[config.mk]
export PLATFORM = sky130hd
export DESIGN_NAME = pps_priority_shutdown
export DESIGN_NICKNAME = d
export VERILOG_FILES = /design/src/rtl/pps_pkg.sv /design/src/rtl/pps_priority_shutdown.sv
export VERILOG_INCLUDE_DIRS = /design/src /design/src/rtl
export SDC_FILE = /design/constraint.sdc
export NUM_CORES = 1
export LEC_CHECK = 0
export ABC_AREA = 1
export BUFFER_PORTS_ARGS = -buffer_cell sky130_fd_sc_hd__buf_2
export CAP_MARGIN = 20
export CORE_MARGIN = 2
export CORE_UTILIZATION = 40
export CTS_CLUSTER_SIZE = 40
export DETAILED_ROUTE_END_ITERATION = 7
export GPL_ROUTABILITY_DRIVEN = 0
export SLEW_MARGIN = 20
export SYNTH_ARGS = -nofsm -noshare
export SYNTH_HDL_FRONTEND = slang
export SYNTH_SLANG_ARGS = --single-unit
export TNS_END_PERCENT = 50
[constraint.sdc]
create_clock -name ref_clk -period 3.64 [get_ports ref_clk]
set_clock_uncertainty 0.1 [all_clocks]
set_input_delay 0.182 -clock ref_clk [delete_from_list [all_inputs] [get_ports ref_clk]]
set_output_delay 0.182 -clock ref_clk [all_outputs]
set_load 0.03 [all_outputs]
[src/rtl/pps_defines.svh]
// Offsets, field positions, reset values and timing counts for the priority shutdown block.
`ifndef PPS_DEFINES_SVH
`define PPS_DEFINES_SVH

// ****************************************************************
// Register offsets
// ****************************************************************
`define PPS_ADDR_W         4
`define PPS_OFF_CONF_BASE  4'h0
`define PPS_OFF_POWER_CMD  4'h8
`define PPS_OFF_POWER_STAT 4'h9
`define PPS_OFF_SHUT_STAT  4'ha

// ****************************************************************
// Configuration byte fields
// ****************************************************************
`define PPS_BIT_DETENA     2
`define PPS_BIT_CLASSENA   3
`define PPS_BIT_PRIORITY   4
`define PPS_CONF_RESET     8'h00

// ****************************************************************
// Timing
// ****************************************************************
`define PPS_CLK_HZ         25000000
`define PPS_MIN_LOW_NS     5000
`define PPS_MIN_LOW_CYC    ((`PPS_MIN_LOW_NS * (`PPS_CLK_HZ / 1000000) + 999) / 1000)

`endif

[src/rtl/pps_pkg.sv]
// Types shared by the priority shutdown block.
package pps_pkg;

    typedef struct packed
    {
        logic [3:0] addr;
        logic [7:0] wdata;
        logic       wr;
        logic       rd;
    } pps_bus_req_s;

    typedef enum logic [1:0]
    {
        PPS_IDLE = 2'b01,
        PPS_SHUT = 2'b10
    } pps_state_e;

endpackage : pps_pkg

[src/rtl/pps_priority_shutdown.sv]
// Priority shutdown control for an eight-port power sourcing controller.
`timescale 1ns/1ps
`include "pps_defines.svh"

module pps_priority_shutdown #(
    parameter int NUM_PORTS = 8,
    parameter int MIN_LOW   = `PPS_MIN_LOW_CYC
) (
    input  wire logic                  ref_clk,
    input  wire logic                  reset_n,
    input  wire logic                  clkEn,
    input  wire logic                  priorityCutInput_n,
    input  wire pps_pkg::pps_bus_req_s busReq,
    output logic [7:0]                 rdData,
    output logic [NUM_PORTS-1:0]       portPowerOn,
    output logic [NUM_PORTS-1:0]       portDetectEn,
    output logic [NUM_PORTS-1:0]       portClassEn,
    output logic                       shutdownActive
);
    import pps_pkg::*;

    // ****************************************************************
    // Derived constants
    // ****************************************************************
    // The counter saturates at MIN_LOW, so it needs room for that value itself.
    localparam int            CW       = $clog2(MIN_LOW + 1);
    localparam logic [CW-1:0] LOW_TOP  = CW'(MIN_LOW);
    localparam logic [CW-1:0] LOW_LAST = CW'(MIN_LOW - 1);

    // ****************************************************************
    // Input synchroniser and low-pulse qualifier
    // ****************************************************************
    logic          syncA_reg;
    logic          syncB_reg;
    logic [CW-1:0] lowCnt_reg;
    pps_state_e    state_reg;

    always_ff @(posedge ref_clk or negedge reset_n)
    begin
        if (!reset_n)
        begin
            // Parked at the idle level, so leaving reset never looks like a falling input.
            syncA_reg <= 1'b1;
            syncB_reg <= 1'b1;
        end
        else if (clkEn)
        begin
            syncA_reg <= priorityCutInput_n;
            syncB_reg <= syncA_reg;
        end
    end

    // A glitch shorter than the minimum width restarts the count, so noise never cuts power.
    // Only enabled edges count, so a slow clock enable stretches the qualifying time.
    always_ff @(posedge ref_clk or negedge reset_n)
    begin
        if (!reset_n)
            lowCnt_reg <= '0;
        else if (clkEn)
        begin
            if (syncB_reg)
                lowCnt_reg <= '0;
            else if (lowCnt_reg != LOW_TOP)
                lowCnt_reg <= lowCnt_reg + CW'(1);
        end
    end

    always_ff @(posedge ref_clk or negedge reset_n)
    begin
        if (!reset_n)
            state_reg <= PPS_IDLE;
        else if (clkEn)
        begin
            unique case (state_reg)
                PPS_IDLE:
                begin
                    if (!syncB_reg && (lowCnt_reg == LOW_LAST))
                        state_reg <= PPS_SHUT;
                end
                PPS_SHUT:
                begin
                    if (syncB_reg)
                        state_reg <= PPS_IDLE;
                end
                default:
                begin
                    state_reg <= PPS_IDLE;
                end
            endcase
        end
    end

    logic shutNow;
    assign shutNow = (state_reg == PPS_SHUT);
    // Status is decoded from the state flops only, so input noise never reaches it.
    assign shutdownActive = shutNow;

    // ****************************************************************
    // Per-port configuration and power state
    // ****************************************************************
    logic [7:0]           conf_reg [NUM_PORTS];
    logic [NUM_PORTS-1:0] power_reg;
    logic [NUM_PORTS-1:0] lowPrio;

    function automatic logic confHit(input logic [3:0] a, input int p);
        confHit = (a == (`PPS_OFF_CONF_BASE + 4'(p)));
    endfunction : confHit

    // ****************************************************************
    // Bus request decode
    // ****************************************************************
    logic                 wrPowerCmd;
    logic                 rdPowerAny;
    logic                 rdShutStat;
    logic [NUM_PORTS-1:0] wrConf;
    logic [NUM_PORTS-1:0] rdConf;

    assign wrPowerCmd = busReq.wr && (busReq.addr == `PPS_OFF_POWER_CMD);
    assign rdShutStat = busReq.rd && (busReq.addr == `PPS_OFF_SHUT_STAT);
    // Both power offsets return the live state; a masked command is never read back.
    assign rdPowerAny = busReq.rd
                        && ((busReq.addr == `PPS_OFF_POWER_CMD)
                            || (busReq.addr == `PPS_OFF_POWER_STAT));

    genvar g;
    generate
        for (g = 0; g < NUM_PORTS; g++)
        begin : gPort
            assign lowPrio[g]      = conf_reg[g][`PPS_BIT_PRIORITY];
            assign portDetectEn[g] = conf_reg[g][`PPS_BIT_DETENA];
            assign portClassEn[g]  = conf_reg[g][`PPS_BIT_CLASSENA];

            assign wrConf[g] = busReq.wr && confHit(busReq.addr, g);
            assign rdConf[g] = busReq.rd && confHit(busReq.addr, g);

            // Each port owns its byte, so a write to one port never disturbs another.
            always_ff @(posedge ref_clk or negedge reset_n)
            begin
                if (!reset_n)
                    conf_reg[g] <= `PPS_CONF_RESET;
                else if (clkEn)
                begin
                    if (wrConf[g])
                        conf_reg[g] <= busReq.wdata;
                    if (shutNow)
                    begin
                        conf_reg[g][`PPS_BIT_DETENA]   <= 1'b0;
                        conf_reg[g][`PPS_BIT_CLASSENA] <= 1'b0;
                    end
                end
            end
        end
    endgenerate

    logic [NUM_PORTS-1:0] powerWrite;
    assign powerWrite = wrPowerCmd ? busReq.wdata[NUM_PORTS-1:0] : power_reg;

    // Masking only ever clears bits, but a power command write still switches on any port that is not low priority.
    always_ff @(posedge ref_clk or negedge reset_n)
    begin
        if (!reset_n)
            power_reg <= '0;
        else if (clkEn)
        begin
            if (shutNow)
                power_reg <= powerWrite & ~lowPrio;
            else
                power_reg <= powerWrite;
        end
    end
    assign portPowerOn = power_reg;

    // ****************************************************************
    // Register read port
    // ****************************************************************
    logic [7:0] readMux;

    // Idle cycles with clkEn high return zero, so a late sample shows stale register contents only while clkEn is low.
    always_comb
    begin
        readMux = 8'h00;
        if (rdPowerAny)
            readMux = 8'(power_reg);
        else if (rdShutStat)
            readMux = {7'h00, shutNow};
        else
        begin
            for (int i = 0; i < NUM_PORTS; i++)
            begin
                if (rdConf[i])
                    readMux = conf_reg[i];
            end
        end
    end

    always_ff @(posedge ref_clk or negedge reset_n)
    begin
        if (!reset_n)
            rdData <= 8'h00;
        else if (clkEn)
            rdData <= readMux;
    end

endmodule : pps_priority_shutdown

### Word level (Yosys, flattened, before mapping)

Index checks and enable logic that the tools add are counted.

* bitwise logic cells: 2
* reduce and logical (&&, ||, !) cells: 50
* muxes and demuxes: 33
* add/sub/neg operators: 1
* equality and inequality tests: 16

Operators with widths (number)
* 8-bit two-way mux: 12
* 2-bit AND reduction: 17
* 4-bit two-way mux: 8
* 1-bit logical AND: 20
* 2-bit two-way mux: 10
* 2-bit nonzero test: 9
* 4-bit by 3-bit equality test with 1-bit output, second input constant: 4
* 7-bit two-way mux: 2
* 4-bit equality test, second input constant: 3
* 8-bit AND: 1
* 4-bit by 2-bit equality test with 1-bit output, second input constant: 2
* 8-bit NOT: 1
* 7-bit by 1-bit adder with 7-bit output, second input constant: 1
* 7-bit equality test, second input constant: 1
* 7-bit inequality test, second input constant: 1
* 4-bit by 1-bit equality test with 1-bit output, second input constant: 1
* 4-bit zero test: 1
* 2-bit case mux with 2 select lines: 1
* 3-bit AND reduction: 1
* 2-bit by 1-bit equality test with 1-bit output, second input constant: 1
* 2-bit equality test, second input constant: 1
* 2-bit by 1-bit inequality test with 1-bit output, second input constant: 1
* 2-bit inequality test, second input constant: 1
* 1-bit zero test: 1
* 1-bit logical OR: 1

* input port bits: 18
* bits in registers: 91
* word-level logic and storage cells: 124
* output and inout bits: 33

### Depth between registers and ports, before layout

Gate-level depths: netlist of run 1.

* word-level depth: 12
* gate-level depth with buffers: 11
* mapped depth without buffers: 11

### Least setup slack after synthesis of run 1

No wires, ideal clock.

* kind: flip-flop to flip-flop
* start point: register state_reg[0]
* end point: register conf_reg (netlist bit portClassEn[6])
* buffers on the path: 1
* stages on the path, launching flop included: 8
* slack: 1.763 ns
* arrival: 1.647 ns
* setup time: 0.130 ns
* data required time: 3.410 ns
* cell sequence: dfstp_2 -> nor2_1 -> inv_1 -> nor2_4 -> inv_1 -> buf_2 -> nand3_1 -> o21ai_0

* cells in the longest elaborated chain, start to end: 3

Ends and longest elaborated chain
* start, declared: line pps_priority_shutdown.sv:36 `pps_state_e state_reg;`
* start signal, assigned: line pps_priority_shutdown.sv:71 `state_reg <= PPS_IDLE;`
* start signal, assigned: line pps_priority_shutdown.sv:78 `state_reg <= PPS_SHUT;`
* start signal, assigned: line pps_priority_shutdown.sv:83 `state_reg <= PPS_IDLE;`
* 2-bit equality test (*): line pps_priority_shutdown.sv:94 `assign shutNow = (state_reg == PPS_SHUT);`
* named net shutdownActive: line pps_priority_shutdown.sv:18 `output logic shutdownActive`
* 2-bit nonzero test (no source line)
* 2-bit AND reduction (no source line)
* end signal, assigned by index: line pps_priority_shutdown.sv:140 `` conf_reg[g] <= `PPS_CONF_RESET; ``
* end signal, assigned by index: line pps_priority_shutdown.sv:144 `conf_reg[g] <= busReq.wdata;`
* end, declared: line pps_priority_shutdown.sv:101 `logic [7:0] conf_reg [NUM_PORTS];`

Mark *: on every way through the listed nets, which the timed path passes. The rest lies on a longest branch.
A chain may end at the register's enable or synchronous reset.

### Final worst setup path of run 1

* start point: register state_reg[0]
* end point: register power_reg[7], in the netlist portPowerOn[7]

* cells in the longest elaborated chain, start to end: 2

Ends and longest elaborated chain
* 2-bit equality test: line pps_priority_shutdown.sv:94
* 8-bit two-way mux: line pps_priority_shutdown.sv:165 `if (shutNow)`
* end signal, assigned: line pps_priority_shutdown.sv:166 `power_reg <= powerWrite & ~lowPrio;`
* end signal, assigned: line pps_priority_shutdown.sv:168 `power_reg <= powerWrite;`
* end, declared: line pps_priority_shutdown.sv:102 `logic [NUM_PORTS-1:0] power_reg;`

No other way between the ends.

==> results of run 1 <==
## cells in the mapped netlist
cell type                  number
sky130_fd_sc_hd__nor2_1        42
sky130_fd_sc_hd__nand2_2        1
sky130_fd_sc_hd__nor3_1         2
sky130_fd_sc_hd__a31oi_1        2
sky130_fd_sc_hd__o21ai_0       75
sky130_fd_sc_hd__nand4_2        1
sky130_fd_sc_hd__dfrtp_1       88
sky130_fd_sc_hd__xor2_1         1
sky130_fd_sc_hd__o211ai_1       1
sky130_fd_sc_hd__ha_1           3
sky130_fd_sc_hd__inv_1         53
sky130_fd_sc_hd__buf_4         17
sky130_fd_sc_hd__nand3_1       28
sky130_fd_sc_hd__o22ai_1        5
sky130_fd_sc_hd__clkbuf_1       6
sky130_fd_sc_hd__a21oi_1       20
sky130_fd_sc_hd__inv_2          3
sky130_fd_sc_hd__nor2_4         2
sky130_fd_sc_hd__nor3_2         1
sky130_fd_sc_hd__nor2_2         7
sky130_fd_sc_hd__buf_2          7
sky130_fd_sc_hd__nand3_4        1
sky130_fd_sc_hd__o21bai_1       1
sky130_fd_sc_hd__a221oi_1       7
sky130_fd_sc_hd__nand4_1       12
sky130_fd_sc_hd__nand2_1      136
sky130_fd_sc_hd__dfstp_2        3
sky130_fd_sc_hd__xnor2_1        1
sky130_fd_sc_hd__o31ai_1        2
## logic make-up (layout without fill, tap and decap cells)
group                      Yosys count  in the layout  synth area share, %
adders and majority gates            3              3                0.863
xor gates and xnor gates             2              2                0.403
buffers and inverters               86            125                 9.09
DFF                                 91             91                 52.5
and+or+nand+nor                    233            233                 23.1
AOI/OAI and AO/OA                  113            113                 14.0
## repair_timing
item,4_1_cts,5_1_grt
hold endpoints to repair,62,0
hold buffers,2,0
setup buffers,0,0
setup endpoints to repair,0,0
## area by class of cell
class                      instances  area, um^2  area share, %
timing repair buffer              53         280           5.82
inverter                          56         210           4.37
clock inverter                     5        52.6           1.09
sequential                        91        2280           47.4
clock buffer                      11         141           2.94
tap                              140         175           3.64
multi-input combinational        351        1670           34.7
## how the worst min path moves through the flow
stage | start | end | slack, ns | cells past startpoint
final | busReq[8] | portPowerOn[6] | 0.02 | 3
after detailed placement | reset_n | lowCnt_reg[3] | 0.23 | 1
after CTS | busReq[3] | portPowerOn[1] | 0.01 | 3
after global placement | reset_n | lowCnt_reg[3] | 0.23 | 1
after global routing | busReq[8] | portPowerOn[6] | 0.01 | 3
after floorplan | reset_n | conf_reg[0] | -0.21 | 0
## power breakdown
group | switching (mW) | internal [mW]
combinational | 0.487 | 0.209
clock | 0.361 | 0.333
sequential | 0.146 | 1.22
## routing by layer
layer / up-vias / GRT usage [%] / share of wire [%]
li1: 1781 / - / -
met5: - / 0 / 0
met2: 116 / 33.8 / 47
met3: 25 / 3.92 / 4.8
met4: 0 / 7.78 / 2.5
met1: 1777 / 27.6 / 45
## worst max-delay path: stages, from the launching register on
cell and delay, ns:
sky130_fd_sc_hd__dfstp_2 0.39, sky130_fd_sc_hd__nor2_1 0.23, sky130_fd_sc_hd__inv_1 0.17, sky130_fd_sc_hd__nor2_4 0.23, sky130_fd_sc_hd__inv_1 0.29, sky130_fd_sc_hd__o22ai_1 0.24, sky130_fd_sc_hd__a21oi_1 0.07
## per-stage QoR
stage	worst slack (ns)	total power [mW]	utilization (%)	instances
2_1_floorplan	1.76	1.87	-	528
3_3_place_gp	1.74	2.07	42.8	689
3_5_place_dp	1.73	2.08	42.8	689
4_1_cts	1.83	2.77	44.8	707
5_1_grt	1.69	2.92	44.8	707
6_report	1.80	2.76	44.8	707
==> impl_results.html, run 1 <==
<table>
<tr><th>Metric</th><th>Value</th></tr>
<tr><th colspan="2">Floorplan</th></tr>
<tr><td>Initial standard-cell utilization of the core</td><td>between 40% and 50%</td></tr>
<tr><td>Count of pins on the block boundary</td><td>51</td></tr>
<tr><td>Vertical die dimension</td><td>about 110 um</td></tr>
<tr><td>Width of the chip</td><td>roughly 110 um</td></tr>
<tr><td>Core area</td><td>roughly 0.011 mm^2</td></tr>
<tr><td>Number of rows created at floorplan</td><td>38</td></tr>
<tr><td>Die area</td><td>approximately 0.012 mm^2</td></tr>
<tr><th colspan="2">Logic synthesis</th></tr>
<tr><td>Share of Yosys cell area claimed by the top area cell type</td><td>between 50% and 60%</td></tr>
<tr><td>Dominant cells by area after synthesis</td><td>sky130_fd_sc_hd__dfrtp_1 51%, sky130_fd_sc_hd__nand2_1 12%, sky130_fd_sc_hd__o21ai_0 8.6%, sky130_fd_sc_hd__inv_1 4.6%, sky130_fd_sc_hd__nor2_1 3.6%</td></tr>
<tr><td>Number of distinct standard cells referenced by the synthesized netlist</td><td>29</td></tr>
<tr><td>FF+latch count, synth</td><td>just over 90</td></tr>
<tr><td>Number of warnings printed during yosys synthesis</td><td>0</td></tr>
<tr><td>Synthesized area</td><td>about 0.0043 mm^2</td></tr>
<tr><td>Synthesized instance count</td><td>~530</td></tr>
<tr><td>Sequential cell area fraction in the yosys report</td><td>roughly 52%</td></tr>
<tr><td>Synth Net Count</td><td>around 550</td></tr>
<tr><td>Mean instance size in the synthesized netlist</td><td>just over 8 um^2</td></tr>
<tr><td>Post-synth top area cell</td><td>sky130_fd_sc_hd__dfrtp_1</td></tr>
<tr><th colspan="2">Setup path</th></tr>
<tr><td>Worst Reg2Reg Path Length in Cells</td><td>6</td></tr>
<tr><td>Start point of the critical path</td><td>state_reg[0]</td></tr>
<tr><td>Worst-case register-to-register setup slack</td><td>approximately 1.8 ns</td></tr>
<tr><td>Capture point of the worst reg-to-reg path</td><td>portPowerOn[7]</td></tr>
<tr><td>Type of origin of the critical path</td><td>flop</td></tr>
<tr><td>Worst EP required</td><td>about 3.8 ns</td></tr>
<tr><td>Startpoint of the worst register-to-register path</td><td>state_reg[0]</td></tr>
<tr><td>End of the critical path</td><td>portPowerOn[7]</td></tr>
<tr><td>Endpoint type of the worst setup path</td><td>flop</td></tr>
<tr><td>Critical Path Fanout Max</td><td>15</td></tr>
<tr><td>Worst endpoint data arrival time</td><td>roughly 2.0 ns</td></tr>
<tr><td>Worst Path Class, Setup</td><td>reg -&gt; reg</td></tr>
<tr><th colspan="2">Layout</th></tr>
<tr><td>Count of nets after finishing</td><td>583</td></tr>
<tr><td>Fraction of layout cells with a size suffix above 1</td><td>between 10 and 15%</td></tr>
<tr><td>Count of inserted antenna diode cells</td><td>0</td></tr>
<tr><td>Final std cell area, no fill</td><td>0.00481 mm^2</td></tr>
<tr><td>Largest register FFs</td><td>between 40 and 50</td></tr>
<tr><td>Leading cell type in the layout, fill and taps excluded</td><td>sky130_fd_sc_hd__nand2_1</td></tr>
<tr><td>Filler Cells Inserted</td><td>between 1000 and 1500</td></tr>
<tr><td>Area added between synthesis and finish</td><td>10.7%</td></tr>
<tr><td>Most frequent cells in the layout</td><td>136 x sky130_fd_sc_hd__nand2_1, 88 x sky130_fd_sc_hd__dfrtp_1, 75 x sky130_fd_sc_hd__o21ai_0</td></tr>
<tr><th colspan="2">Place</th></tr>
<tr><td>Placed standard-cell area</td><td>roughly 0.0046 mm^2</td></tr>
<tr><td>Port Buffers</td><td>50</td></tr>
<tr><td>Sum of net half-perimeters after detailed placement</td><td>between 8000 and 9000 um</td></tr>
<tr><th colspan="2">Clocking</th></tr>
<tr><td>H-tree depth</td><td>3</td></tr>
<tr><td>Number of buffers created by CTS</td><td>9</td></tr>
<tr><td>CTS sink count</td><td>91</td></tr>
<tr><td>Clock root cell</td><td>sky130_fd_sc_hd__clkbuf_8</td></tr>
<tr><td>Clock-pin slew reported for the worst setup and hold paths after clock tree synthesis</td><td>about 0.09 ns</td></tr>
<tr><td>PostCTS Resize Cnt</td><td>0</td></tr>
<tr><td>Clock Path Buffers</td><td>2</td></tr>
<tr><td>Clock tree from TritonCTS</td><td>done</td></tr>
<tr><td>Clock latency on the worst-skew pair</td><td>about 0.37 ns</td></tr>
<tr><th colspan="2">Timing</th></tr>
<tr><td>RSZ-0062 raised after global routing</td><td>false</td></tr>
<tr><td>Post-layout minimum cycle time</td><td>1.84 ns</td></tr>
<tr><td>Period Utilization, post-route</td><td>50.4%</td></tr>
<tr><td>Setup total negative slack</td><td>0 ns</td></tr>
<tr><td>Max-slew violation count</td><td>0</td></tr>
<tr><td># setup viols final</td><td>0</td></tr>
<tr><td>Hold_ws</td><td>between 0.015 and 0.02 ns</td></tr>
<tr><td>Transition time of the tightest slew-check pin</td><td>approximately 0.82 ns</td></tr>
<tr><td>Max Fclk</td><td>between 500 and 600 MHz</td></tr>
<tr><td>Max-slew headroom at the worst pin</td><td>a little under half</td></tr>
<tr><td>Endpoints failing hold</td><td>0</td></tr>
<tr><th colspan="2">Global route</th></tr>
<tr><td>Largest net degree at the start of global routing</td><td>66</td></tr>
<tr><td>Initial antenna violation count</td><td>0</td></tr>
<tr><td>Gr usage total</td><td>20.8%</td></tr>
<tr><td>Total congestion overflow after global routing</td><td>0</td></tr>
<tr><td>Wire length of the first global-routing pass</td><td>roughly 19000 um</td></tr>
<tr><td>Via count of the first global-routing pass</td><td>3674</td></tr>
<tr><th colspan="2">Drt</th></tr>
<tr><td>Starting DRC count in detailed routing</td><td>266</td></tr>
<tr><td>Via count of the routed design</td><td>~3700</td></tr>
<tr><td>1st-pass router iterations</td><td>4</td></tr>
<tr><td>Ratio of routed vias to standard cells</td><td>roughly 5.2</td></tr>
<tr><td>DRC Markers</td><td>0</td></tr>
<tr><td>Residual antenna-violating net count after detailed routing</td><td>0</td></tr>
<tr><td>Routed wirelength normalized by instance count</td><td>approximately 16 um</td></tr>
<tr><td>Post-detailed-routing wire length</td><td>around 11000 um</td></tr>
<tr><th colspan="2">Power</th></tr>
<tr><td>Areal power density over the cells</td><td>roughly 570 mW/mm^2</td></tr>
<tr><td>Static Leakage</td><td>roughly 2.4 nW</td></tr>
<tr><td>Maximum vdd drop</td><td>204 uV</td></tr>
<tr><th colspan="2">Hold path</th></tr>
<tr><td>Class of the most critical hold timing path</td><td>in -&gt; reg</td></tr>
<tr><th colspan="2">Job</th></tr>
<tr><td>Reported max-cap violation count</td><td>0</td></tr>
<tr><th colspan="2">Status</th></tr>
<tr><td>Outcome</td><td>completed</td></tr>
</table>
No activity file was read; power rests on OpenSTA's default activity.
==> inputs of run 2 (changes only) <==
--- a/config.mk
+++ b/config.mk
@@ -6,7 +6,7 @@
 export SDC_FILE = /design/constraint.sdc
 export NUM_CORES = 1
 export LEC_CHECK = 0
-export ABC_AREA = 1
+export ABC_AREA = 0
 export BUFFER_PORTS_ARGS = -buffer_cell sky130_fd_sc_hd__buf_2
 export CAP_MARGIN = 20
 export CORE_MARGIN = 2
==> constraint.sdc (replaced) <==
create_clock -name ref_clk -period 1.8 [get_ports ref_clk]
set_clock_uncertainty 0.1 [all_clocks]
set_input_delay 0.09 -clock ref_clk [delete_from_list [all_inputs] [get_ports ref_clk]]
set_output_delay 0.09 -clock ref_clk [all_outputs]
set_load 0.03 [all_outputs]
==> impl_results.html, run 2 <==
<table>
<tr><th>Metric</th><th>Value</th></tr>
<tr><th colspan="2">Clocking</th></tr>
<tr><td>Post-CTS Setup Repair Bufs</td><td>0</td></tr>
<tr><td>CTS sink count</td><td>91</td></tr>
<tr><td>Clock latency on the worst-skew pair</td><td>around 0.34 ns</td></tr>
<tr><td>H-tree depth</td><td>3</td></tr>
<tr><td>Number of buffers created by CTS</td><td>9</td></tr>
<tr><td>Clock tree from TritonCTS</td><td>done</td></tr>
<tr><td>Clock Path Buffers</td><td>2</td></tr>
<tr><td>Clock root cell</td><td>sky130_fd_sc_hd__clkbuf_16</td></tr>
<tr><td>Clock-pin slew reported for the worst setup and hold paths after clock tree synthesis</td><td>about 0.070 ns</td></tr>
<tr><th colspan="2">Power</th></tr>
<tr><td>Static Leakage</td><td>between 2 and 3 nW</td></tr>
<tr><td>Total Power</td><td>between 5 and 6 mW</td></tr>
<tr><td>Areal power density over the cells</td><td>about 1100 mW/mm^2</td></tr>
<tr><td>Maximum vdd drop</td><td>492 uV</td></tr>
<tr><th colspan="2">Setup path</th></tr>
<tr><td>Type of origin of the critical path</td><td>flop</td></tr>
<tr><td>Worst Path Class, Setup</td><td>reg -&gt; out</td></tr>
<tr><td>Start point of the critical path</td><td>state_reg[0]</td></tr>
<tr><td>Worst EP required</td><td>1.61 ns</td></tr>
<tr><td>Critical Path Fanout Max</td><td>5</td></tr>
<tr><td>Largest stage delay on the critical path</td><td>about 0.56 ns</td></tr>
<tr><td>Crit-path slowest cell</td><td>sky130_fd_sc_hd__dfstp_2</td></tr>
<tr><td>Endpoint type of the worst setup path</td><td>output pin</td></tr>
<tr><td>Worst endpoint data arrival time</td><td>1.48 ns</td></tr>
<tr><td>Startpoint of the worst register-to-register path</td><td>lowCnt_reg[1]</td></tr>
<tr><td>List of cells traversed by the critical path</td><td>nand2b_1 -&gt; inv_1 -&gt; buf_2</td></tr>
<tr><th colspan="2">Logic synthesis</th></tr>
<tr><td>Synth Net Count</td><td>465</td></tr>
<tr><td>Dominant cells by area after synthesis</td><td>sky130_fd_sc_hd__dfrtp_1 49%, sky130_fd_sc_hd__mux2_2 8.7%, sky130_fd_sc_hd__mux2i_1 6.8%, sky130_fd_sc_hd__nand2_1 5.5%, sky130_fd_sc_hd__o21ai_0 4.7%</td></tr>
<tr><td>Number of distinct standard cells referenced by the synthesized netlist</td><td>46</td></tr>
<tr><td>Top cells by instance count after synthesis</td><td>88 x sky130_fd_sc_hd__dfrtp_1, 66 x sky130_fd_sc_hd__nand2_1, 43 x sky130_fd_sc_hd__o21ai_0</td></tr>
<tr><td>Post-synth top area cell</td><td>sky130_fd_sc_hd__dfrtp_1</td></tr>
<tr><td>Mean instance size in the synthesized netlist</td><td>10.2 um^2</td></tr>
<tr><td>Share of Yosys cell area claimed by the top area cell type</td><td>about half</td></tr>
<tr><td>Synthesized instance count</td><td>444</td></tr>
<tr><td>Most used standard cell by instance count after synthesis</td><td>sky130_fd_sc_hd__dfrtp_1</td></tr>
<tr><td>Predominant post-synthesis flop cell</td><td>sky130_fd_sc_hd__dfrtp_1</td></tr>
<tr><td>Number of warnings printed during yosys synthesis</td><td>0</td></tr>
<tr><td>Synthesized area</td><td>0.00454 mm^2</td></tr>
<tr><td>EDFF count, synth</td><td>0</td></tr>
<tr><td>Fraction of registers with async set or reset after synthesis</td><td>100%</td></tr>
<tr><td>FF+latch count, synth</td><td>91</td></tr>
<tr><td>Sequential cell area fraction in the yosys report</td><td>about half</td></tr>
<tr><th colspan="2">Timing</th></tr>
<tr><td>Max Fclk</td><td>roughly 600 MHz</td></tr>
<tr><td>Period Utilization, post-route</td><td>92.9%</td></tr>
<tr><td>Hold_ws</td><td>approximately 0.033 ns</td></tr>
<tr><td>Setup total negative slack</td><td>0 ns</td></tr>
<tr><td>Max-slew headroom at the worst pin</td><td>between 60% and 70%</td></tr>
<tr><td># setup viols final</td><td>0</td></tr>
<tr><td>Endpoints failing hold</td><td>0</td></tr>
<tr><td>Min setup slack post-route</td><td>~0.13 ns</td></tr>
<tr><td>Transition time of the tightest slew-check pin</td><td>0.482 ns</td></tr>
<tr><td>Max-slew violation count</td><td>0</td></tr>
<tr><td>Post-layout minimum cycle time</td><td>about 1.7 ns</td></tr>
<tr><th colspan="2">Global route</th></tr>
<tr><td>Largest net degree at the start of global routing</td><td>between 50 and 60</td></tr>
<tr><td>Wire length of the first global-routing pass</td><td>about 18000 um</td></tr>
<tr><td>Gr usage total</td><td>roughly a fifth</td></tr>
<tr><td>Total congestion overflow after global routing</td><td>0</td></tr>
<tr><td>Via count of the first global-routing pass</td><td>around 3400</td></tr>
<tr><td>Met3 global-route usage</td><td>under 10%</td></tr>
<tr><td>Initial antenna violation count</td><td>0</td></tr>
<tr><td>Top Usage Layer GRT</td><td>met2</td></tr>
<tr><td>Met2 global-route usage</td><td>about 29%</td></tr>
<tr><td>Global Route met1 Usage</td><td>a little over a quarter</td></tr>
<tr><th colspan="2">Layout</th></tr>
<tr><td>Largest register FFs</td><td>between 40 and 50</td></tr>
<tr><td>Most frequent cells in the layout</td><td>88 x sky130_fd_sc_hd__dfrtp_1, 66 x sky130_fd_sc_hd__nand2_1, 49 x sky130_fd_sc_hd__buf_2</td></tr>
<tr><td>Fraction of the core area covered by cells at the end of the flow</td><td>between 40% and 50%</td></tr>
<tr><td>Count of inserted antenna diode cells</td><td>0</td></tr>
<tr><td>Count of nets after finishing</td><td>roughly 510</td></tr>
<tr><td>Leading cell type in the layout, fill and taps excluded</td><td>sky130_fd_sc_hd__dfrtp_1</td></tr>
<tr><td>Final std cell area, no fill</td><td>0.00532 mm^2</td></tr>
<tr><td>Fraction of layout cells with a size suffix above 1</td><td>between 20% and 30%</td></tr>
<tr><td>Area added between synthesis and finish</td><td>17.1%</td></tr>
<tr><td>Post-route insts no fill</td><td>about 640</td></tr>
<tr><th colspan="2">Floorplan</th></tr>
<tr><td>Number of rows created at floorplan</td><td>38</td></tr>
<tr><td>Die area</td><td>approximately 0.012 mm^2</td></tr>
<tr><td>Core area</td><td>around 0.011 mm^2</td></tr>
<tr><td>Vertical die dimension</td><td>~110 um</td></tr>
<tr><td>Count of pins on the block boundary</td><td>51</td></tr>
<tr><td>Initial standard-cell utilization of the core</td><td>between 40 and 50%</td></tr>
<tr><td>Width of the chip</td><td>around 110 um</td></tr>
<tr><th colspan="2">Drt</th></tr>
<tr><td>Starting DRC count in detailed routing</td><td>a little under 200</td></tr>
<tr><td>Routed wirelength normalized by instance count</td><td>around 18 um</td></tr>
<tr><td>DRC Markers</td><td>0</td></tr>
<tr><td>Ratio of routed vias to standard cells</td><td>between 5 and 6</td></tr>
<tr><td>Residual antenna-violating net count after detailed routing</td><td>0</td></tr>
<tr><td>Via count of the routed design</td><td>roughly 3400</td></tr>
<tr><td>Post-detailed-routing wire length</td><td>between 10000 and 15000 um</td></tr>
<tr><td>1st-pass router iterations</td><td>4</td></tr>
<tr><th colspan="2">Status</th></tr>
<tr><td>Outcome</td><td>completed</td></tr>
<tr><th colspan="2">Place</th></tr>
<tr><td>Port Buffers</td><td>50</td></tr>
<tr><td>Placed standard-cell area</td><td>between 0.004 and 0.005 mm^2</td></tr>
<tr><td>Pre-CTS setup slack</td><td>-0.00301 ns</td></tr>
<tr><td>Sum of net half-perimeters after detailed placement</td><td>between 7000 and 8000 um</td></tr>
<tr><td>Number of placed instances with taps included</td><td>just over 600</td></tr>
<tr><th colspan="2">Hold path</th></tr>
<tr><td>Class of the most critical hold timing path</td><td>in -&gt; reg</td></tr>
<tr><td>Hold wc startpoint</td><td>busReq[0]</td></tr>
<tr><th colspan="2">Job</th></tr>
<tr><td>Reported max-cap violation count</td><td>0</td></tr>
</table>
## run 2: logic make-up (layout without fill, tap and decap cells)
kind of cell    Yosys count  count (layout)  synth area share (%)
mux                      66              66                  15.5
fa+ha+maj                 3               3                 0.827
flops                    91              91                  50.2
simple gates            140             140                  16.0
compound gates           90              90                  11.0
buf+inv                  54             106                  6.42
## run 2: area by class of cell
type,instances,area (um^2)
inverter,7,26.3
clock inverter,7,98.8
multi-input combinational,299,1970
clock buffer,9,225
fill,1046,5620
sequential,91,2280
timing repair buffer,83,538
tap,140,175
## run 2: report_power, final
part,total (mW),leakage (nW),internal (mW),switching (mW)
clock network,2.06,0.156,1.23,0.837
registers,2.66,1.17,2.41,0.250
logic,1.12,1.19,0.456,0.668
## run 2: critical path, delay by kind of cell, from the launching register on
kind | cells | cell delay (ns)
DFF | 1 | 0.56
and+or+nand+nor | 1 | 0.28
buffers and inverters | 2 | 0.29
## run 2: worst paths after layout
path                                   end  slack (ns)  cells past startpoint
setup / recovery            shutdownActive        0.13                      3
hold / removal                   rdData[6]        0.03                      3
setup reg to reg             lowCnt_reg[3]        0.14                      7
hold reg to reg             portPowerOn[7]        0.37                      1
max in group asynchronous        syncA_reg        0.88                      3
min in group asynchronous  portDetectEn[7]        0.10                      2
## run 2: per-layer routing
metal	up-vias	wire [um]	part of all wire [%]
met5	-	0	0
met3	10	434	3.9
met1	1663	5320	48
li1	1636	-	-
met2	72	5220	47
met4	0	156	1.4
## run 2: timing repair
action,in CTS,in global routing
gates resized for setup,0,1
setup endpoints to repair,0,6
hold buffers,10,0
hold endpoints to repair,110,0
